--- src/common/tsc_pkg.sv ---
// Package with register map, field positions and timing for the sensor block
package tsc_pkg;
  // Command bytes
  localparam logic [7:0] CMD_TEMP = 8'h01;
  localparam logic [7:0] CMD_SETUP = 8'h03;
  localparam logic [7:0] CMD_MAKER = 8'hFE;
  localparam logic [7:0] CMD_REV = 8'hFF;
  // Setup register field
  localparam int HALT_BIT = 6;
  localparam logic HALT_RESET = 1'b0;
  // Reset values, fault full-scale value and unmapped read value
  localparam logic [7:0] TEMP_RESET = 8'h00;
  localparam logic [7:0] FULL_SCALE = 8'h7F;
  localparam logic [7:0] READ_UNMAPPED = 8'h00;
  // Conversion time
  localparam int CONV_TIME_US = 100;
  localparam int CLOCK_MHZ = 10;
  localparam int CONV_CYCLES = CONV_TIME_US * CLOCK_MHZ;
  localparam int CONV_W = 16;
  typedef enum logic [1:0] {
    TSC_IDLE,
    TSC_CONVERT,
    TSC_HALTED
  } tsc_conv_state_t;
endpackage

--- src/tsc_conv_timer.sv ---
// Conversion timer that counts one conversion period
`timescale 1ns/100ps
module tsc_conv_timer #(
  parameter int COUNT = tsc_pkg::CONV_CYCLES
) (
  clock,
  reset,
  restart,
  run,
  done
);
  import tsc_pkg::*;
  input wire logic clock;
  input wire logic reset;
  input wire logic restart;
  input wire logic run;
  output logic done;

  localparam logic [CONV_W-1:0] LAST = CONV_W'(COUNT - 1);
  logic [CONV_W-1:0] count;
  logic [CONV_W-1:0] next_count;
  logic next_done;

  // Count while running, restart on abort
  always_comb begin
    next_count = count;
    next_done = 1'b0;
    if (restart || !run) begin
      next_count = '0;
    end else if (count == LAST) begin
      next_count = '0;
      next_done = 1'b1;
    end else begin
      next_count = count + 1'b1;
    end
  end

  always_ff @(posedge clock) begin
    if (reset) begin
      count <= '0;
      done <= 1'b0;
    end else begin
      count <= next_count;
      done <= next_done;
    end
  end
endmodule // tsc_conv_timer

--- src/tsc_regs.sv ---
// Register bank of the remote-diode sensor: setup, result and id registers
`timescale 1ns/100ps
// How it works
// - Halt bit clear runs the converter; set halts it in low power.
// - After reset the halt bit is zero, device not halted.
// - Any setup write aborts a running conversion and drops its result.
// - After a setup write, conversion restarts unless halt is set.
// - Result keeps its reset value until the first conversion ends.
// - Command FE reads a fixed maker code.
// - Command FF reads a fixed revision number.
// - Halting stops conversion, registers and last result stay.
// - Command byte selects which register the data byte targets.
// - Result is 8-bit two's complement, one degree per bit.
// - A diode fault at conversion end loads +127 full scale.
module tsc_regs #(
  parameter logic [7:0] MAKER_CODE = 8'h5C, // Arbitrary value
  parameter logic [7:0] REVISION = 8'h03, // Arbitrary value
  parameter int CONV_COUNT = tsc_pkg::CONV_CYCLES
) (
  clock,
  reset,
  cmd,
  wr_en,
  wr_data,
  rd_en,
  rd_data,
  adc_data,
  diode_fault,
  halted,
  conv_active,
  temp_result
);
  import tsc_pkg::*;
  input wire logic clock;
  input wire logic reset;
  input wire logic [7:0] cmd;
  input wire logic wr_en;
  input wire logic [7:0] wr_data;
  input wire logic rd_en;
  output logic [7:0] rd_data;
  input wire logic [7:0] adc_data;
  input wire logic diode_fault;
  output logic halted;
  output logic conv_active;
  output logic [7:0] temp_result;

  tsc_conv_state_t state;
  tsc_conv_state_t next_state;
  logic [7:0] setup_register;
  logic [7:0] next_setup_register;
  logic [7:0] next_temp_result;
  logic [7:0] next_rd_data;
  logic next_halted;
  logic next_conv_active;
  logic setup_write;
  logic conv_done;
  logic fault_meta;
  logic fault_sync;

  // Write to setup is decoded from the command byte
  assign setup_write = wr_en && (cmd == CMD_SETUP);

  tsc_conv_timer #(
    .COUNT(CONV_COUNT)
  ) u_timer (
    .clock(clock),
    .reset(reset),
    .restart(setup_write),
    .run(state == TSC_CONVERT),
    .done(conv_done)
  );

  // Setup register; reserved bits stored as written and read back as written
  always_comb begin
    next_setup_register = setup_register;
    if (setup_write) begin
      next_setup_register = wr_data;
    end
  end

  // Converter sequencing; a write restarts so partial data is lost
  always_comb begin
    next_state = state;
    case (state)
      TSC_IDLE: begin
        // A halt written on the first cycle out of reset must still halt
        if (setup_write && wr_data[HALT_BIT]) begin
          next_state = TSC_HALTED;
        end else begin
          next_state = TSC_CONVERT;
        end
      end
      TSC_CONVERT: begin
        if (setup_write && wr_data[HALT_BIT]) begin
          next_state = TSC_HALTED;
        end
      end
      TSC_HALTED: begin
        if (setup_write && !wr_data[HALT_BIT]) begin
          next_state = TSC_CONVERT;
        end
      end
      default: begin
        next_state = TSC_IDLE;
      end
    endcase
  end

  // Result loads only on a clean finish, never on the write cycle
  always_comb begin
    next_temp_result = temp_result;
    if (conv_done && state == TSC_CONVERT && !setup_write) begin
      if (fault_sync) begin
        next_temp_result = FULL_SCALE;
      end else begin
        next_temp_result = adc_data;
      end
    end
  end

  // Read mux by command byte
  always_comb begin
    next_rd_data = rd_data;
    if (rd_en) begin
      case (cmd)
        CMD_TEMP: next_rd_data = temp_result;
        CMD_SETUP: next_rd_data = setup_register;
        CMD_MAKER: next_rd_data = MAKER_CODE;
        CMD_REV: next_rd_data = REVISION;
        default: next_rd_data = READ_UNMAPPED;
      endcase
    end
  end

  // Status outputs registered for clean timing
  always_comb begin
    next_halted = (next_state == TSC_HALTED);
    next_conv_active = (next_state == TSC_CONVERT);
  end

  // Fault flag comes from the analog side; two flops before any use.
  // A fault shorter than two cycles at conversion end may be missed.
  always_ff @(posedge clock) begin
    if (reset) begin
      fault_meta <= 1'b0;
      fault_sync <= 1'b0;
    end else begin
      fault_meta <= diode_fault;
      fault_sync <= fault_meta;
    end
  end

  // Converter state and the status outputs that follow it
  always_ff @(posedge clock) begin
    if (reset) begin
      state <= TSC_IDLE;
      halted <= HALT_RESET;
      conv_active <= 1'b0;
    end else begin
      state <= next_state;
      halted <= next_halted;
      conv_active <= next_conv_active;
    end
  end

  // Setup register, halt bit clear out of reset
  always_ff @(posedge clock) begin
    if (reset) begin
      setup_register <= 8'h00;
    end else begin
      setup_register <= next_setup_register;
    end
  end

  // Temperature result register
  always_ff @(posedge clock) begin
    if (reset) begin
      temp_result <= TEMP_RESET;
    end else begin
      temp_result <= next_temp_result;
    end
  end

  // Read data register, holds between reads
  always_ff @(posedge clock) begin
    if (reset) begin
      rd_data <= 8'h00;
    end else begin
      rd_data <= next_rd_data;
    end
  end
endmodule // tsc_regs

--- config.mk ---
export PLATFORM = sky130hd
export DESIGN_NAME = tsc_regs
export DESIGN_NICKNAME = d
export VERILOG_FILES = /design/src/common/tsc_pkg.sv /design/src/tsc_conv_timer.sv /design/src/tsc_regs.sv
export SDC_FILE = /design/constraint.sdc
export NUM_CORES = 1
export LEC_CHECK = 0
export ABC_AREA = 1
export BUFFER_PORTS_ARGS = -buffer_cell sky130_fd_sc_hd__clkbuf_2
export CORE_UTILIZATION = 54
export DETAILED_ROUTE_END_ITERATION = 10
export GPL_TIMING_DRIVEN = 0
export PLACE_DENSITY = 0.83
export SYNTH_ARGS = -nofsm -noshare
export SYNTH_HDL_FRONTEND = slang
export SYNTH_SLANG_ARGS = --single-unit
--- constraint.sdc ---
create_clock -name clock -period 1.8 [get_ports clock]
set_input_delay 0.09 -clock clock [delete_from_list [all_inputs] [get_ports clock]]
set_output_delay 0.09 -clock clock [all_outputs]
set_load 0.05 [all_outputs]
* Yosys cells after proc, flatten, opt, wreduce, memory -nomap -nowiden *
Cells that the tools add are included.

cells by class
  equality and inequality tests = 9
  $add $sub $neg = 1
  muxes and demuxes = 7
  reductions and logical operators = 12

operator list
  operator                 number
  $pmux W8 S4              1
  $add A16 B1 Y16 const B  1
  $eq A16 B10 Y1 const B   1
  $eq A8 B8 Y1 const B     2
  $eq A8 B1 Y1 const B     1
  $eq A8 B2 Y1 const B     1
  $mux W8                  1
  $mux W2                  3
  $pmux W2 S3              1
  $logic_and A1 B1 Y1      5
  $eq A2 B1 Y1 const B     2
  $eq A2 B2 Y1 const B     2
  $logic_not A1 Y1         3
  $reduce_or A3 Y1         1
  $logic_not A2 Y1         1
  $reduce_or A2 Y1         1
  $logic_or A1 B1 Y1       1
  $mux W1                  1

word-level totals
  output and inout port bits = 18
  bits in registers = 47

* Logic depth before layout (Yosys ltp) *
Gate-level depths: netlist of run 1.

  depth in word-level cells = 6
  mapped depth = 9
  mapped depth without buffers = 9

* Modules after synthesis *
From an unflattened synthesis of run 1, not the netlist that was laid out.

second synthesis, totals
  cell total of the unflattened synthesis = 302
  area total of the unflattened synthesis = 2199.6 um2

modules (own cells, without submodules)
  module          times used  area an instance (um2)  cells an instance
  tsc_regs        1           1310.0                  178
  tsc_conv_timer  1           889.6                   124

* Worst setup path after synthesis of run 1 *
No wires, ideal clock.

  kind = reg-to-reg
  from = register u_timer.count[0]
  to = register u_timer.count[10]
  setup time = 0.117 ns
  arrival time = 1.195 ns
  cell stages (with the launch flop) = 7
  slack = 0.487 ns
  buffers on the path = 0
  required time = 1.683 ns
  cells stage by stage = dfxtp_1 > ha_1 > nand2_1 > nor2_1 > nand3_1 > o21ai_0 > nor2_1

on the way
  cells in the longest elaborated chain, start to end = 2

RTL lines
  what                                                     line                  text
  from (decl)                                              tsc_conv_timer.sv:20  logic [CONV_W-1:0] count;
  from (signal assigned)                                   tsc_conv_timer.sv:43  count <= next_count;
  branches (longest 2 deep; another with $add A16 B1 Y16)  -

Parallel ways; which one is timed is not known.
A chain may end at the register's enable or synchronous reset.

* Final worst setup path of run 1 *
Ends and elaborated chain as after synthesis.

==> flow_summary.ini, run 1 <==
[setup_path]
arrival_ps = 1770
endpoint_kind = flop
critPathMaxFanout = 10
reg2regPathDepth = 7
r2r_start = u_timer.count[0]
critPathLaunchType = flop
rrSetupSlack_ps = 230
required_ps = 2000
rr_endpoint = u_timer.count[10]
criticalPathCategory = flop to flop

[finish]
n_antenna_cell = 0
area_delta_synth_final_pct = 17.9
n_fill_cell = 362
fin_nets = 398
drive_gt1_share_pct = 18.7

[worst_hold_path]
holdCritPathClass = input port to flop
hold_path_end = setup_register[0]
hold_path_depth = 3
min_from = wr_data[0]

[place]
port-buffer-count = 45
hpwl_um = 3690
gp_congestion = 0.863

[drt]
drtIter0Drc = 102
drcViolationCount = 0
vias = 2141
via_per_inst = 5.13
ant_nets = 0
top_layer = met4
route.met3.wl_um = 227
wl_per_cell_um = 11.5
wirelength_um = 4780
drt-met1-wl_um = 2290
first_pass_iters = 4
met2WireLength_um = 2180

[logic_synthesis]
ys.flop_type = dfxtp_1
netlist-cell-type-count = 28
async_reset_ff_share_pct = 0
netlist_area_mm2 = 0.00221
syn_avg_cell_area_um2 = 7.01
synth_nets = 345
synth_cells = 315
synth.yosys.seq_area_share_pct = 42.6
ys_warn_count = 0
synth-edff-count = 0
ys_ff_latch = 47

[floorplanning]
die_w_um = 66.0
die_area_mm2 = 0.00435
start_util_pct = 58.1
die_h_um = 66.0
ios = 47
coreArea_mm2 = 0.00380
core.rowCount = 22

[power_and_ir_drop]
p_leak_nw = 1.12
fin_total_pwr_mw = 1.86
ir_worst_vdd_uv = 524
powerDensity_mw_per_mm2 = 715

[timing]
rsz0062_at_grt = false
period_minus_slack_ps = 1570
timing.final.setup_violations = 0
clock_skew_ps = 6.10
max_slew.worst_pin.slew_ps = 492
fmax_ghz = 0.639
finalCritPeriodShare_pct = 87.0
final-max-slew-violation-count = 0
tns_ps = 0
slew_headroom_pct = 66.9
hold_viol_final = 0

[grt]
antenna_found_initial = 0
grt_pass1_wl_um = 8030
track_usage_pct = 24.2
grt-ovfl-total = 0
grt_max_degree = 14
grt_pass1_vias = 1925

[run_status]
status = completed

[job]
drv_cap = 0

[clocking]
ctsHtreeMaxLevel = 2
cts_setup_buffers = 0
clk_path_buf_depth = 2
cts_root_buffer = clkbuf_8
cts_tree = done
cts_resized = 0
path_clk_slew_ps = 80
clk_latency_ps = 300
clock_sinks = 47
cts-buffers-inserted = 5
==> power by group <==
part	leakage, nW	internal (mW)	total [mW]	switching [mW]
sequential	0.380	1.05	1.05	0.00321
combinational	0.689	0.0466	0.122	0.0750
clock	0.0515	0.351	0.690	0.339
==> metal layers <==
metal  vias up  track usage (%)
li1       1130                -
met1       950             29.6
met2        51             41.1
met3        10             4.66
met4         0             10.6
met5         -                0
==> per-stage QoR <==
stage | hold slack [ps] | cells | area, um^2 | util, % | setup WS [ps]
after detailed placement | 294 | 408 | 2490 | 65.6 | 261
after global routing | 74.2 | 417 | 2600 | 68.5 | 108
after floorplan | 197 | 315 | 2210 | - | 487
after CTS | 49.2 | 417 | 2600 | 68.5 | 248
final | 54.9 | 417 | 2600 | 68.5 | 234
after global placement | 285 | 408 | 2490 | 65.6 | 336
==> how the worst max path moves through the flow <==
stage	cells after the start	end	from
finish	7	u_timer.count[10]	u_timer.count[0]
floorplan	6	u_timer.count[10]	u_timer.count[0]
global route	6	u_timer.count[10]	u_timer.count[0]
global placement	6	u_timer.count[10]	u_timer.count[0]
detailed placement	7	u_timer.count[10]	u_timer.count[0]
CTS	7	u_timer.count[10]	u_timer.count[0]
==> cell usage in the layout (no fill, tap or decap), types with 4 or more instances in the layout <==
cell type	Yosys	routed
a21oi_1	24	24
clkbuf_1	3	4
clkbuf_2	0	45
clkbuf_8	0	7
dfxtp_1	47	47
inv_1	25	25
nand2_1	62	62
nand3_1	40	40
nand4_1	7	7
nor2_1	61	61
nor3_1	7	7
o21ai_0	10	10
==> repair_timing <==
action	CTS	global route
hold buffers	1	0
hold endpoints to repair	1	0
endpoints found under the setup margin	0	0
==> flip-flops by register name, summed over array words and instances, names as in the netlist <==
name,cells
conv_active,1
fault_meta,1
fault_sync,1
halted,1
rd_data,8
setup_register,8
state,2
temp_result,8
u_timer.count,16
u_timer.done,1
==> worst max-delay path, cell delays in order, from the launching register on <==
cell     delay, ps
dfxtp_1        360
ha_1           220
nand3_1        110
nor3_1         270
nand2_1        150
nand3_4        150
buf_6          160
nor2_1          40
==> cells in the mapped netlist, types with 2 or more instances <==
cell | number | area share (%)
a21oi_1 | 24 | 5.4
buf_2 | 3 | 0.68
buf_6 | 2 | 1.0
clkbuf_1 | 3 | 0.51
dfxtp_1 | 47 | 43
inv_1 | 25 | 4.2
inv_2 | 3 | 0.51
nand2_1 | 62 | 11
nand2_2 | 2 | 0.57
nand3_1 | 40 | 9.1
nand3_4 | 2 | 1.6
nand4_1 | 7 | 2.0
nor2_1 | 61 | 10
nor3_1 | 7 | 1.6
o21ai_0 | 10 | 2.3
xnor2_1 | 3 | 1.2
xor2_1 | 3 | 1.2
==> kinds of logic (layout without fill, tap and decap cells) <==
logic type / after synthesis / after routing / synth area share [%]
compound gates: 36 / 36 / 8.39
buf+inv: 39 / 93 / 7.65
xor+xnor: 6 / 6 / 2.38
simple gates: 186 / 186 / 38.4
fa+ha+maj: 1 / 1 / 0.566
flops: 47 / 47 / 42.6
==> layout make-up <==
type / instances / area (um^2) / share of cell area [%]
multi-input combinational: 229 / 1100 / 42.2
sequential: 47 / 941 / 36.1
timing repair buffer: 46 / 235 / 9.03
inverter: 29 / 109 / 4.18
clock buffer: 8 / 100 / 3.84
buffer: 10 / 60.1 / 2.31
tap: 48 / 60.1 / 2.31
Power figures use the tool's default switching activity.
==> inputs of run 2 (changes only) <==
--- a/config.mk
+++ b/config.mk
@@ -10,7 +10,8 @@
 export CORE_UTILIZATION = 54
 export DETAILED_ROUTE_END_ITERATION = 10
 export GPL_TIMING_DRIVEN = 0
-export PLACE_DENSITY = 0.83
+export PLACE_DENSITY = 0.79
+export SLEW_MARGIN = 5
 export SYNTH_ARGS = -nofsm -noshare
 export SYNTH_HDL_FRONTEND = slang
 export SYNTH_SLANG_ARGS = --single-unit
==> run 2 against run 1 <==
Compared with the run above: largest cell class unchanged; die area stayed put; critical path type unchanged; clock skew is 1.4 ps lower; hold slack lost 16 ps; critical endpoint is now u_timer.count[14]; combinational power hardly changed; first-iteration DRC count rose by 38%; count of clock-buffer cells in the layout is 2 lower.
==> flow_summary.ini, run 2 (same netlist as run 1, synthesis figures left out) <==
[run_status]
status = completed

[floorplanning]
core.rowCount = 22
die_w_um = 66.0
ios = 47
coreArea_mm2 = 0.00380
die_h_um = 66.0
die_area_mm2 = 0.00435
start_util_pct = 58.1

[finish]
final_common_cell = nand2_1
drive_gt1_share_pct = 19.0
final_core_utilization_pct = 69.0
area_delta_synth_final_pct = 18.7
n_antenna_cell = 0
fin_area_mm2 = 0.00262
layout.cells.most_common_list = 62 x nand2_1, 61 x nor2_1, 47 x dfxtp_1, 45 x clkbuf_2, 40 x nand3_1
largest-register = u_timer.count
fin_nets = 398
largest_reg_flops = 16

[power_and_ir_drop]
pwr-share-clk_pct = 40.7
switchingPower_mw = 0.433
ir_worst_vdd_uv = 565
combPwrFrac_pct = 6.2
p_int_mw = 1.54
p_leak_nw = 1.13
switching_share_pct = 21.9
seqPwrFrac_pct = 53.1
powerDensity_mw_per_mm2 = 753

[timing]
clock_skew_ps = 4.70
worst_slack_ps = 235
final-max-slew-violation-count = 0
finalCritPeriodShare_pct = 87.0
hold_viol_final = 0
holdWs_ps = 39.3
max_slew.worst_pin.slew_ps = 594
timing.final.setup_violations = 0
period_minus_slack_ps = 1570
slew_headroom_pct = 60.1
rsz0062_at_grt = false
fmax_ghz = 0.639
tns_ps = 0

[drt]
wl_per_cell_um = 11.7
drtIter0Drc = 141
ant_nets = 0
vias = 2169
via_per_inst = 5.20
wirelength_um = 4880
first_pass_iters = 4
drcViolationCount = 0

[place]
hpwl_um = 3670
placed_cell_area_mm2 = 0.00249
port-buffer-count = 45
dp_slack_ps = 315
gp_congestion = 0.930

[grt]
grt_max_degree = 15
grt_pass1_vias = 1895
track_usage_pct = 25.5
antenna_found_initial = 0
grt_pass1_wl_um = 8340
grt-ovfl-total = 0

[setup_path]
criticalPathCategory = flop to flop
critPathMaxFanout = 3
critPathLaunchType = flop
required_ps = 2000
arrival_ps = 1770
endpoint_kind = flop

[clocking]
cts_root_buffer = clkbuf_8
cts-buffers-inserted = 5
cts_tree = done
clock_sinks = 47
clk_latency_ps = 300
path_clk_slew_ps = 90
clk_path_buf_depth = 2
ctsHtreeMaxLevel = 2

[job]
drv_cap = 0

[worst_hold_path]
holdCritPathClass = input port to flop
==> run 2: changes by cell type in the layout (fill, tap and decap cells not counted) <==
cell and change:
bufinv_16 +1, clkinv_2 +1, clkbuf_1 -1, clkbuf_8 -1
==> run 2: worst paths after layout <==
| kind | to | start | cells after the start | slack [ps] |
|---|---|---|---|---|
| max | u_timer.count[14] | u_timer.count[0] | 6 | 230 |
| min | setup_register[7] | wr_data[7] | 3 | 40 |
| max reg2reg | u_timer.count[14] | u_timer.count[0] | 6 | 230 |
| min reg2reg | fault_sync | fault_meta | 2 | 410 |
==> run 2: critical path, cell delays in order, from the launching register on <==
cell	delay, ps
dfxtp_1	360
ha_1	210
nand2_1	110
nor3_1	480
nand3_1	150
nand2_1	90
a21oi_1	60
==> run 2: power groups by stage <==
stage	logic [mW]	registers [mW]	clock network [mW]
5_1_grt	0.137	1.05	0.855
6_report	0.122	1.05	0.804
3_3_place_gp	0.118	1.07	0
2_1_floorplan	0.0661	1.08	0
3_5_place_dp	0.119	1.07	0
4_1_cts	0.122	1.05	0.815
==> run 2: per-layer routing <==
layer	share of wire [%]	vias up	GRT usage, %
met5	0	-	0
met4	1.8	0	10.4
met3	7.8	9	5.86
met2	43	85	38.8
met1	47	947	34.7
li1	-	1128	-
==> run 2: stage by stage <==
stage | power [mW] | std cells
after floorplan | 1.14 | 315
after global placement | 1.19 | 408
after detailed placement | 1.19 | 408
after CTS | 1.99 | 417
after global routing | 2.04 | 417
final | 1.97 | 417
==> run 2: cell type report <==
| class | count | area [um^2] |
|---|---|---|
| fill | 344 | 1180 |
| multi-input combinational | 229 | 1100 |
| sequential | 47 | 941 |
| timing repair buffer | 46 | 235 |
| inverter | 29 | 109 |
| clock buffer | 6 | 82.6 |
| buffer | 10 | 60.1 |
| tap | 48 | 60.1 |
| clock inverter | 2 | 35.0 |
==> run 2: repair_timing <==
action | 4_1_cts | 5_1_grt
resized for setup | 0 | 0
hold buffers | 1 | 0
endpoints found under the hold margin | 1 | 0
setup buffers | 0 | 0
==> inputs of run 3 (changes only) <==
--- a/config.mk
+++ b/config.mk
@@ -7,10 +7,9 @@
 export LEC_CHECK = 0
 export ABC_AREA = 1
 export BUFFER_PORTS_ARGS = -buffer_cell sky130_fd_sc_hd__clkbuf_2
-export CORE_UTILIZATION = 54
+export CORE_UTILIZATION = 30
 export DETAILED_ROUTE_END_ITERATION = 10
 export GPL_TIMING_DRIVEN = 0
-export PLACE_DENSITY = 0.79
 export SLEW_MARGIN = 5
 export SYNTH_ARGS = -nofsm -noshare
 export SYNTH_HDL_FRONTEND = slang
==> run 3 against run 2 <==
Compared with the run above: die area rose by 77%; via count is 1.9% lower; count of clock-buffer cells in the layout shrank 1; clock power fell by 1%; routed wire length grew 2.7%; flip-flop and latch count unchanged; clock skew increased by 4.7 ps; final cell count grew 12%; power is 0.39% lower; global-route usage fell by 12 points; critical endpoint unchanged; highest routed layer unchanged.
==> flow_summary.ini, run 3 (same netlist as run 1, synthesis figures left out) <==
[run_status]
status = completed

[clocking]
clk_path_buf_depth = 2
path_clk_slew_ps = 90
cts_root_buffer = clkbuf_8
cts_tree = done
ctsHtreeMaxLevel = 2
clk_latency_ps = 300
clock_sinks = 47
cts-buffers-inserted = 5

[finish]
n_antenna_cell = 0
area_delta_synth_final_pct = 21.4
fin_nets = 398
final_common_cell = nand2_1
multiInputGateArea_mm2 = 0.00110
layout.cells.most_common_list = 62 x nand2_1, 61 x nor2_1, 47 x dfxtp_1, 45 x clkbuf_2, 40 x nand3_1
stdcell_count = 465
regArea_um2 = 941
n_fill_cell = 755
fin_area_mm2 = 0.00268
largest_reg_flops = 16
largest-register = u_timer.count
final_core_utilization_pct = 38.6
drive_gt1_share_pct = 19.0

[setup_path]
arrival_ps = 1710
worstSetupEndpoint = u_timer.count[14]
rr_endpoint = u_timer.count[14]
critical_path.startpoint = u_timer.count[0]
reg2regPathDepth = 6
endpoint_kind = flop
rrSetupSlack_ps = 280
criticalPathCategory = flop to flop
required_ps = 1990
critPathLaunchType = flop
r2r_start = u_timer.count[0]
critPathMaxFanout = 3

[timing]
worst_slack_ps = 279
slew_headroom_pct = 61.0
timing.final.setup_violations = 0
max_slew.worst_pin.slew_ps = 580
tns_ps = 0
hold_viol_final = 0
holdWs_ps = 48.0
final-max-slew-violation-count = 0
fmax_ghz = 0.657
rsz0062_at_grt = false
clock_skew_ps = 9.44
period_minus_slack_ps = 1520
finalCritPeriodShare_pct = 84.5

[place]
numPlacedInstances = 456
dp_slack_ps = 313
placed_cell_area_mm2 = 0.00255
port-buffer-count = 45
hpwl_um = 4000
gp_congestion = 0.828

[worst_hold_path]
holdCritPathClass = input port to flop

[grt]
track_usage_pct = 13.5
antenna_found_initial = 0
grt_max_degree = 17
grt_pass1_vias = 1903
grt-ovfl-total = 0
grt_pass1_wl_um = 8170

[power_and_ir_drop]
combPwrFrac_pct = 6.2
switching_share_pct = 23.0
switchingPower_mw = 0.453
ir_worst_vdd_uv = 325
p_int_mw = 1.51
pwr-share-clk_pct = 40.5
seqPwrFrac_pct = 53.3
fin_total_pwr_mw = 1.97
powerDensity_mw_per_mm2 = 734
p_leak_nw = 1.13

[floorplanning]
core.rowCount = 30
die_h_um = 87.8
coreArea_mm2 = 0.00694
die_w_um = 87.8
ios = 47
die_area_mm2 = 0.00771
start_util_pct = 31.8

[drt]
wl_per_cell_um = 10.8
first_pass_iters = 4
drtIter0Drc = 59
via_per_inst = 4.58
vias = 2128
drcViolationCount = 0
ant_nets = 0
wirelength_um = 5010

[job]
drv_cap = 0
==> run 3: layout make-up <==
cell class,instances,area share (%)
clock inverter,3,1.77
inverter,29,4.06
timing repair buffer,46,8.78
sequential,47,35.1
clock buffer,5,2.57
tap,96,4.48
multi-input combinational,229,41.0
buffer,10,2.24
==> run 3: worst min path at each step <==
stage,end,cells after the start,from,slack [ps]
after floorplan,fault_meta,2,diode_fault,200
after global placement,fault_meta,3,diode_fault,300
after detailed placement,fault_meta,3,diode_fault,310
after CTS,setup_register[0],3,wr_data[0],40
after global routing,setup_register[7],3,wr_data[7],60
final,setup_register[0],3,wr_data[0],50
==> run 3: worst max-delay path, cell delays in order (launching register included) <==
cell     delay [ps]
dfxtp_1         360
ha_1            210
nand2_1         100
nor3_1          470
nand3_1         130
nand2_1          90
a21oi_1          60
==> run 3: layer usage <==
layer / global-route usage, % / share of wire [%] / vias to the layer above
li1: - / - / 1126
met4: 3.73 / 0.74 / 0
met3: 3.02 / 4.8 / 7
met1: 16.1 / 46 / 940
met5: 0 / 0 / -
met2: 24.3 / 49 / 55
==> run 3: what timing repair did <==
item	4_1_cts	5_1_grt
resized for setup	0	0
hold endpoints to repair	1	0
buffers inserted	0	0
hold buffers	1	0
==> run 3: power groups by stage <==
stage / clock (mW) / combinational, mW / sequential, mW
after global placement: 0 / 0.120 / 1.07
after CTS: 0.829 / 0.124 / 1.05
after floorplan: 0 / 0.0661 / 1.08
after global routing: 0.866 / 0.135 / 1.05
after detailed placement: 0 / 0.121 / 1.07
final: 0.796 / 0.121 / 1.05
